[config.mk]
export PLATFORM = sky130hd
export DESIGN_NAME = frac_divider_addr_snoop
export DESIGN_NICKNAME = d
export VERILOG_FILES = /design/src/frac_div_pkg.sv /design/src/div_counter.sv /design/src/frac_divider_addr_snoop.sv
export SDC_FILE = /design/constraint.sdc
export NUM_CORES = 1
export LEC_CHECK = 0
export BUFFER_PORTS_ARGS = -buffer_cell sky130_fd_sc_hd__buf_2
export CAP_MARGIN = 30
export CORE_ASPECT_RATIO = 1.2
export CORE_MARGIN = 2
export CORE_UTILIZATION = 45
export CTS_CLUSTER_SIZE = 30
export DETAILED_ROUTE_END_ITERATION = 12
export PLACE_DENSITY_LB_ADDON = 0.15
export SYNTH_ARGS = -nofsm -noshare
export SYNTH_HDL_FRONTEND = slang
export SYNTH_SLANG_ARGS = --single-unit
export TNS_END_PERCENT = 50
[constraint.sdc]
create_clock -name clk -period 4.1 [get_ports clk]
set_input_delay 0.205 -clock clk [delete_from_list [all_inputs] [get_ports clk]]
set_output_delay 0.205 -clock clk [all_outputs]
set_load 0.01 [all_outputs]
[src/frac_div_pkg.sv]
// shared constants and types for the fractional divider control block
package frac_div_pkg;
  localparam int unsigned ADDR_W       = 8;
  localparam int unsigned DATA_W       = 24;
  localparam int unsigned RATIO_W      = 20;
  localparam int unsigned CHIP_W       = 3;
  localparam int unsigned DUTY_W       = 3;
  localparam int unsigned OFFS_W       = 4;
  localparam logic [7:0]  REG_CTRL     = 8'h00;
  localparam logic [7:0]  REG_REFDIV   = 8'h02;
  localparam logic [7:0]  REG_INT      = 8'h05;
  localparam logic [7:0]  REG_COMP     = 8'h09;
  localparam logic [7:0]  REG_MODE     = 8'h0a;
  localparam int unsigned DUTY_LSB     = 12;
  localparam int unsigned FRAC_EN_BIT  = 0;
  localparam logic [19:0] INT_MIN      = 20'h00020;
  localparam logic [19:0] INT_MAX      = 20'hfffff;
  localparam logic [19:0] FRAC_MIN     = 20'h00024;
  localparam logic [19:0] FRAC_MAX     = 20'hffffb;
  localparam logic [19:0] INT_RESET    = 20'h00064;
  localparam logic [2:0]  DUTY_RESET   = 3'h4;
  localparam logic [23:0] COMP_RESET   = 24'h000000;
  localparam logic [23:0] REFDIV_RESET = 24'h000001;

  // one decoded serial write as it reaches the register file
  typedef struct packed {
    logic              valid;
    logic [CHIP_W-1:0] chip;
    logic [7:0]        addr;
    logic [23:0]       data;
  } spi_wr_t;

  typedef struct packed {
    logic              frac_en;
    logic [2:0]        duty;
    logic [19:0]       n_int;
  } div_cfg_t;
endpackage : frac_div_pkg

[src/div_counter.sv]
// pulse-swallowing counter that produces the divided output pair
`timescale 1ns/100ps
`default_nettype none
module div_counter #(
  parameter int unsigned RATIO_W = 20
) (
  input  wire logic               clk,
  input  wire logic               reset,
  input  wire logic [RATIO_W-1:0] ratio,
  input  wire logic [2:0]         duty,
  output logic                    period_end,
  output logic                    out_true,
  output logic                    out_comp
);
  logic [RATIO_W-1:0] count_ff;
  logic [RATIO_W-1:0] ratio_ff;
  logic               comp_ff;

  // high time grows with the duty code, in whole input periods
  function automatic logic [RATIO_W-1:0] width_of(input logic [2:0] d);
    width_of = RATIO_W'({d, 1'b1});
  endfunction

  assign period_end = (count_ff == RATIO_W'(1));

  always_ff @(posedge clk) begin
    if (reset) begin
      count_ff <= RATIO_W'(32);
      ratio_ff <= RATIO_W'(32);
    end else if (period_end) begin
      count_ff <= ratio;
      ratio_ff <= ratio;
    end else begin
      count_ff <= count_ff - RATIO_W'(1);
    end
  end

  // rising edge of true output retimed on clk
  always_ff @(posedge clk) begin
    if (reset)
      out_true <= 1'b0;
    else if (period_end)
      out_true <= 1'b1;
    else if (ratio_ff - count_ff + RATIO_W'(1) >= width_of(duty))
      out_true <= 1'b0;
  end

  // complement falls retimed; its rise is also retimed, one clock after the true fall
  always_ff @(posedge clk) begin
    if (reset)
      comp_ff <= 1'b1;
    else
      comp_ff <= ~(period_end | out_true);
  end
  assign out_comp = comp_ff;
endmodule // div_counter
`default_nettype wire

[src/frac_divider_addr_snoop.sv]
// register file, strap address, companion snooping and divider control
// What this block does
// - integer mode divides by any whole ratio from 32 to 1048575
// - fractional mode keeps instantaneous ratio within 36 to 1048571
// - pulse width in whole input periods from duty field ident_reset_duty_ctrl bits 14:12
// - both edges of the true and complement outputs are retimed
// - own address is msb strap, mid strap, lsb strap
// - straps latched at power-up and each reset, held until next reset
// - open strap reads one, grounded strap reads zero
// - register 09h stores the companion chip address
// - writes to companion address update our register 02h too
// - writes are taken only when they match our strap address, or the companion address for reg 02h
// - companion address equal to own address disables snooping
// - integer ratio comes from reg 05h bits 19:0
`timescale 1ns/100ps
`default_nettype none
module frac_divider_addr_snoop #(
  parameter int unsigned RATIO_W = frac_div_pkg::RATIO_W,
  parameter int unsigned OFFS_W  = frac_div_pkg::OFFS_W
) (
  input  wire logic                   clk,
  input  wire logic                   reset,
  input  wire logic                   addr_strap_lsb,
  input  wire logic                   addr_strap_mid,
  input  wire logic                   addr_strap_msb,
  input  wire frac_div_pkg::spi_wr_t  spi_wr,
  input  wire logic [7:0]             rd_addr,
  input  wire logic [OFFS_W-1:0]      dsm_offset,
  output logic [23:0]                 rd_data,
  output logic [2:0]                  own_addr,
  output logic                        ratio_err,
  output logic                        div_out_true,
  output logic                        div_out_comp
);
  logic [2:0]           own_addr_ff;
  logic                 strap_pending_ff;
  frac_div_pkg::div_cfg_t cfg_ff;
  logic [23:0]          comp_addr_ff;
  logic [23:0]          refdiv_ff;
  logic [RATIO_W-1:0]   nxt_ratio;
  logic [RATIO_W-1:0]   ratio_ff;
  logic                 ratio_err_ff;
  logic [23:0]          rd_data_ff;
  logic                 period_end;
  logic                 own_hit;
  logic                 comp_hit;
  logic                 true_raw;
  logic                 comp_raw;
  logic                 true_ff;
  logic                 comp_ff;

  // clamp a requested ratio into an allowed window
  function automatic logic [RATIO_W-1:0] clamp(
    input logic [RATIO_W:0] v,
    input logic [RATIO_W-1:0] lo,
    input logic [RATIO_W-1:0] hi
  );
    if (v < {1'b0, lo})
      clamp = lo;
    else if (v > {1'b0, hi})
      clamp = hi;
    else
      clamp = v[RATIO_W-1:0];
  endfunction

  // straps caught one clock after reset releases, never inside the reset
  always_ff @(posedge clk) begin
    if (reset) begin
      strap_pending_ff <= 1'b1;
      own_addr_ff      <= 3'h7;
    end else if (strap_pending_ff) begin
      strap_pending_ff <= 1'b0;
      // pads pull open straps high, so a floating pin arrives as one
      own_addr_ff <= {addr_strap_msb, addr_strap_mid, addr_strap_lsb};
    end
  end

  assign own_hit  = spi_wr.valid && !strap_pending_ff
                    && (spi_wr.chip == own_addr_ff);
  assign comp_hit = spi_wr.valid && !strap_pending_ff
                    && (comp_addr_ff[2:0] != own_addr_ff)
                    && (spi_wr.chip == comp_addr_ff[2:0]);

  always_ff @(posedge clk) begin
    if (reset) begin
      cfg_ff.frac_en <= 1'b0;
      cfg_ff.duty    <= frac_div_pkg::DUTY_RESET;
      cfg_ff.n_int   <= frac_div_pkg::INT_RESET;
    end else if (own_hit) begin
      if (spi_wr.addr == frac_div_pkg::REG_CTRL)
        cfg_ff.duty <= spi_wr.data[frac_div_pkg::DUTY_LSB +: 3];
      if (spi_wr.addr == frac_div_pkg::REG_INT)
        cfg_ff.n_int <= spi_wr.data[19:0];
      if (spi_wr.addr == frac_div_pkg::REG_MODE)
        cfg_ff.frac_en <= spi_wr.data[frac_div_pkg::FRAC_EN_BIT];
    end
  end

  always_ff @(posedge clk) begin
    if (reset)
      comp_addr_ff <= frac_div_pkg::COMP_RESET;
    else if (own_hit && spi_wr.addr == frac_div_pkg::REG_COMP)
      comp_addr_ff <= spi_wr.data;
  end

  // reference ratio follows writes to us or to the companion alike
  always_ff @(posedge clk) begin
    if (reset)
      refdiv_ff <= frac_div_pkg::REFDIV_RESET;
    else if ((own_hit || comp_hit)
             && spi_wr.addr == frac_div_pkg::REG_REFDIV)
      refdiv_ff <= spi_wr.data;
  end

  // next period ratio: integer part plus signed offset in fractional mode
  always_comb begin
    logic [RATIO_W:0] sum;
    sum = {1'b0, cfg_ff.n_int}
          + (RATIO_W+1)'(signed'(dsm_offset));
    if (cfg_ff.frac_en)
      nxt_ratio = clamp(sum, frac_div_pkg::FRAC_MIN,
                        frac_div_pkg::FRAC_MAX);
    else
      nxt_ratio = clamp({1'b0, cfg_ff.n_int}, frac_div_pkg::INT_MIN,
                        frac_div_pkg::INT_MAX);
  end

  // loaded once per output period so the counter never sees a mid change
  always_ff @(posedge clk) begin
    if (reset) begin
      ratio_ff     <= frac_div_pkg::INT_MIN;
      ratio_err_ff <= 1'b0;
    end else begin
      if (period_end)
        ratio_ff <= nxt_ratio;
      // flag tracks the programmed value at once; a long period would hide it
      ratio_err_ff <= cfg_ff.frac_en ?
        (cfg_ff.n_int < frac_div_pkg::FRAC_MIN
         || cfg_ff.n_int > frac_div_pkg::FRAC_MAX) :
        (cfg_ff.n_int < frac_div_pkg::INT_MIN);
    end
  end

  div_counter #(
    .RATIO_W (RATIO_W)
  ) u_count (
    .clk        (clk),
    .reset      (reset),
    .ratio      (ratio_ff),
    .duty       (cfg_ff.duty),
    .period_end (period_end),
    .out_true   (true_raw),
    .out_comp   (comp_raw)
  );

  always_ff @(posedge clk) begin
    if (reset) begin
      true_ff <= 1'b0;
      comp_ff <= 1'b1;
    end else begin
      true_ff <= true_raw;
      comp_ff <= comp_raw;
    end
  end

  always_ff @(posedge clk) begin
    if (reset)
      rd_data_ff <= 24'h000000;
    else begin
      unique case (rd_addr)
        frac_div_pkg::REG_CTRL:
          rd_data_ff <= {9'h000, cfg_ff.duty, 9'h000, own_addr_ff};
        frac_div_pkg::REG_REFDIV: rd_data_ff <= refdiv_ff;
        frac_div_pkg::REG_INT:    rd_data_ff <= {4'h0, cfg_ff.n_int};
        frac_div_pkg::REG_COMP:   rd_data_ff <= comp_addr_ff;
        frac_div_pkg::REG_MODE:   rd_data_ff <= {23'h000000, cfg_ff.frac_en};
        default:                  rd_data_ff <= 24'h000000;
      endcase
    end
  end

  assign rd_data      = rd_data_ff;
  assign own_addr     = own_addr_ff;
  assign ratio_err    = ratio_err_ff;
  assign div_out_true = true_ff;
  assign div_out_comp = comp_ff;
endmodule // frac_divider_addr_snoop
`default_nettype wire

# Yosys cells after proc, flatten, opt, wreduce, memory -nomap -nowiden

Index checks and enable logic that the tools add are counted.

Flip-flop bits (word level): 165
Input bits: 53
Output and inout port bits: 30
Logic and storage cells: 66

Add/subtract/negate cells: 4
Magnitude comparators: 7
Equality and inequality tests: 12
Multiplexer cells: 10
Bitwise logic cells: 2
Reductions and logical operators: 15

Operators with widths:

| kind                  | number |
|---|---|
| $pmux 24 s5           | 1 |
| $mux 20               | 5 |
| $lt 20x6->1 const B   | 3 |
| $eq 8x4->1 const B    | 4 |
| $add 20x21->21        | 1 |
| $gt 21x20->1 const B  | 1 |
| $lt 21x6->1 const B   | 1 |
| $add 20x1->20 const B | 1 |
| $eq 20x1->1 const B   | 1 |
| $ge 20x4->1           | 1 |
| $gt 20x20->1 const B  | 1 |
| $sub 20x1->20 const B | 1 |
| $sub 20x20->20        | 1 |
| $eq 8x2->1 const B    | 2 |
| $eq 8x3->1 const B    | 2 |
| $logic_not 8->1       | 2 |
| $eq 3x3->1            | 2 |
| $logic_and 1x1->1     | 6 |
| $reduce_and 2->1      | 3 |
| $mux 1                | 4 |
| $ne 3x3->1            | 1 |
| $logic_or 1x1->1      | 2 |
| $reduce_bool 2->1     | 1 |
| $logic_not 1->1       | 1 |
| 2 further kinds       | 2 |

# Longest topological paths before layout

Depth in word-level cells: 6
Mapped depth: 15
Mapped depth without buffers: 15

# Cells and area by module

A second synthesis with hierarchy kept.

Cells, all modules: 1148
Area, all modules: 9639.2 um^2

Modules (own cells, without submodules):

| module                  | instances | cells each | area each (um^2) | sequential area each (um^2) |
|---|---|---|---|---|
| frac_divider_addr_snoop | 1         | 733        | 6406.1           | 2462.4 |
| div_counter             | 1         | 415        | 3233.1           | 840.8 |

# Least setup slack after synthesis

OpenSTA, ideal clock, no wires.

Kind: register -> register
Start: register cfg_ff[0] (netlist name)
End: register ratio_ff[6]
Library setup time: 0.120 ns
Data arrival time: 3.073 ns
Required time: 3.980 ns
Setup slack: 0.907 ns
Cell stages (with the launch flop): 15
Buffers on the path: 1
Clock period less this slack: 3.193 ns
Path through: dfxtp_1 ha_1 inv_1 fa_1 nor2b_1 o31ai_4 a31oi_2 a21boi_2 o311ai_1 xnor2_1 nand2b_1 o41ai_2 buf_4 a21oi_1 o31a_1

Word-level cells in the longest chain between the ends: 5
Elaborated cells between the ends (all ways): 8
Those cells by class: add/sub (1); order compare (3); mux (4)

Ends and longest elaborated chain:

| element              | RTL line                       | RTL |
|---|---|---|
| start, declared      | frac_divider_addr_snoop.sv:37  | `frac_div_pkg::div_cfg_t cfg_ff;` |
| $add 20x21->21       | frac_divider_addr_snoop.sv:119 | `+ (RATIO_W+1)'(signed'(dsm_offset));` |
| $gt 21x20->1         | frac_divider_addr_snoop.sv:60  | `else if (v > {1'b0, hi})` |
| $mux 20              | frac_divider_addr_snoop.sv:60  |  |
| $mux 20              | frac_divider_addr_snoop.sv:58  | `if (v < {1'b0, lo})` |
| $mux 20 *            | frac_divider_addr_snoop.sv:120 | `if (cfg_ff.frac_en)` |
| end signal, assigned | frac_divider_addr_snoop.sv:131 | `ratio_ff <= frac_div_pkg::INT_MIN;` |
| end signal, assigned | frac_divider_addr_snoop.sv:135 | `ratio_ff <= nxt_ratio;` |
| end, declared        | frac_divider_addr_snoop.sv:41  | `logic [RATIO_W-1:0] ratio_ff;` |

Every way passes the cells marked *; elsewhere a longest branch is shown, timed or not.
A chain may end at the register's enable or synchronous reset.

# Worst setup path in the final report

Same ends and word-level chain as after synthesis.

==> results by group <==
STA
  • Period utilization: 85.0%
  • Min cycle time layout: 3.48 ns
  • Hold Vio Cnt, Final: 0
  • Final clock skew: 0.0110 ns
  • Final Worst Setup Slack: 0.616 ns
  • Fmax: 0.287 GHz
  • Setup TNS: 0 ns
  • Max Slew Vio Count: 0
  • Worst rel slew slack: 36.3%
  • RSZ-0062 raised after global routing: no
  • # setup viols final: 0
  • Actual slew at the worst max-slew pin: 0.956 ns

Yosys
  • Top post-synthesis cells by area: dfxtp_1, ha_1, a21oi_1
  • Yosys warns: 0
  • Post-synth top cells: dfxtp_1, nand2_1, nor2_1
  • Count leader, synth: dfxtp_1
  • Cell taking the most area after synthesis: dfxtp_1
  • Number of synthesized flops with an enable pin: 0
  • Synth unique cells: 61
  • Async set-or-reset flop fraction in the synthesized netlist: 0%
  • Mapped Avg Cell Area: 8.22 sq um
  • Yosys reg bits: 165
  • Synth Net Count: 1222
  • Area fraction of the dominant cell type after synthesis: 36.4%
  • Main synth FF type: dfxtp_1
  • Mapped Area: 9080 sq um
  • Mapped Cells: 1105
  • Seq/Total Area, Yosys: 36.4%

Die
  • Ports: 83
  • Initial Utilization: 46.1%
  • Die Ht: 160 microns
  • # rows: 56
  • Chip width: 134 microns
  • Die Area: 21300 sq um
  • Core ar.: 19700 sq um

Pwr
  • Leak Pwr: 3.99 nW
  • Pwr dens: 449 nW/um^2
  • Pwr Total: 4.69 mW
  • Peak supply drop: 0.301 mV

Flow run
  • Max-cap violations: 0

Critical path
  • CP max stage cell: dfxtp_1
  • Crit path max-delay family: compound AO/OA/AOI/OAI gates
  • Reg2Reg Depth: 14
  • CP bufs+invs: 2
  • Worst Path Max Fanout: 12
  • Critical Path Source Type: register
  • WP data arrival: 3.81 ns
  • CP max stage delay: 0.45 ns
  • Setup crit end kind: register
  • Kind of critical path: reg2reg
  • Cell count along the critical path: 14
  • CP required: 4.42 ns
  • CP Cell Sequence: ha_1 -> inv_1 -> fa_1 -> nor2b_1 -> o31ai_4 -> a31oi_2 -> a31oi_1 -> xnor2_1 -> nor3_1 -> nand4_1 -> o41ai_2 -> buf_4 -> a21oi_1 -> o31a_1

CTS
  • # clock sinks: 165
  • Post-CTS setup buffer count: 0
  • Post-CTS Resized: 0
  • Clock tree buffer depth: 2
  • Clock transition at path regs: 0.08 ns
  • H-tree depth: 4
  • Clock insertion delay at the later pin of the skew report: 0.43 ns
  • CTS buffer count: 17
  • Root Buffer: clkbuf_16
  • CTS tree: built

Hold path
  • Hold Path Depth: 3
  • HP Class: in2reg

Placement
  • Port Buf Inserts: 82
  • GPL Wtd Cong: 0.899
  • Pre-CTS WS: 0.647 ns
  • HPWL after DPL: 18100 microns

Outcome
  • Outcome: completed

Route
  • Initial DRT Pass Iterations: 5
  • Final wirelength: 24900 microns
  • Routed length per instance: 17.2 microns
  • Drt drc: 0
  • Post-route ant nets: 0
  • DR vias: 8131
  • Via density: 5.61
  • DR iter-0 viols: 575

Layout
  • FILL cells: 1911
  • Share of cells above drive strength 1: 13.4%
  • Syn-to-layout area delta: 15.1%
  • ANT cells: 0
  • Fin nets: 1293
  • Utilization after layout: 53.1%

GRT
  • Initial antenna violation count: 0
  • Global-route wire length before repair: 40600 microns
  • Largest net degree at the start of global routing: 90
  • Vias in the first global route: 7972
  • GR Util All Layers: 23.5%
  • Remaining global-route overflow: 0
[state kept, by name, indices dropped and copies added (netlist names)]
signal	count
strap_pending_ff	1
u_count.count_ff	20
ratio_err	1
u_count.ratio_ff	20
own_addr	3
cfg_ff	24
div_out_comp	1
div_out_true	1
u_count.out_comp	1
refdiv_ff	24
u_count.out_true	1
ratio_ff	20
comp_addr_ff	24
rd_data	24
[cell usage in the layout, fill, tap and decap left out, types with 4 or more instances in the layout]
master and n:
a31oi_1 7, nor3_1 12, nor2b_1 14, or3_1 5, a311oi_1 6, nand2b_1 8
o21ai_1 8, inv_1 42, a21oi_1 113, o22ai_1 4, xor2_1 21, buf_4 21
xnor2_1 27, clkbuf_16 18, nand2_1 144, and4_1 4, o21ai_0 31, and2_1 4
a21o_1 14, mux2i_1 49, a22oi_1 19, a21boi_0 4, a211oi_1 21, nand4_1 20
a222oi_1 5, nor4_1 17, nor3b_1 8, nand3_1 15, inv_8 6, buf_2 81
nor2_1 131, a211o_1 8, dfxtp_1 165, o21a_1 5, o21bai_1 7, ha_1 62
[cells by family after synthesis]
group,count (synthesis),synth area share (%)
compound gates,281,20.3
xor+xnor,48,4.63
fa+ha+maj,64,8.98
buf+inv,97,4.11
flops,165,36.4
mux,52,5.77
simple gates,398,19.8
[tightest hold or removal path: stages]
cell     delay [ns]
buf_2          0.10
nand2_1        0.05
a21oi_1        0.05
[where the power goes]
part | switching (mW) | internal (mW) | leakage, nW
combinational | 0.757 | 0.533 | 2.36
sequential | 0.0796 | 1.68 | 1.33
clock | 0.762 | 0.879 | 0.302
[layout make-up]
class	instances	area, sq um	share of cell area (%)
timing repair buffer	107	629	6.02
multi-input combinational	843	5430	51.9
tap	261	327	3.13
inverter	42	158	1.51
clock buffer	17	425	4.07
sequential	165	3300	31.6
clock inverter	15	183	1.75
[timing repair]
item | 4_1_cts | 5_1_grt
endpoints found under the hold margin | 3 | 0
hold buffers | 3 | 0
setup endpoints to repair | 0 | 0
[path summary, 6_finish.rpt]
path	slack, ns	end	from
setup / recovery	0.62	ratio_ff[6]$_SDFFE_PP0P_	cfg_ff[0]$_SDFFE_PP0P_
hold / removal	0.02	comp_addr_ff[22]$_SDFFE_PP0P_	spi_wr[22]
setup reg to reg	0.62	ratio_ff[6]$_SDFFE_PP0P_	cfg_ff[0]$_SDFFE_PP0P_
hold reg to reg	0.42	div_out_comp$_SDFF_PP1_	u_count.out_comp$_SDFF_PP1_
[stage by stage]
step                hold WS (ns)  std cells  cell area (sq um)
floorplan                  0.233       1105               9080
global placement           0.408       1413               9780
detailed placement         0.403       1414               9790
CTS                      0.00524       1449              10400
global route              0.0141       1450              10500
finish                    0.0158       1450              10500
[routing by layer]
layer | track usage [%] | part of all wire, %
met3 | 3.59 | 3.3
met2 | 41.7 | 50
met5 | 0 | 0
met1 | 27.6 | 43
met4 | 11.1 | 4.1
(Power assumes the default switching activity.)
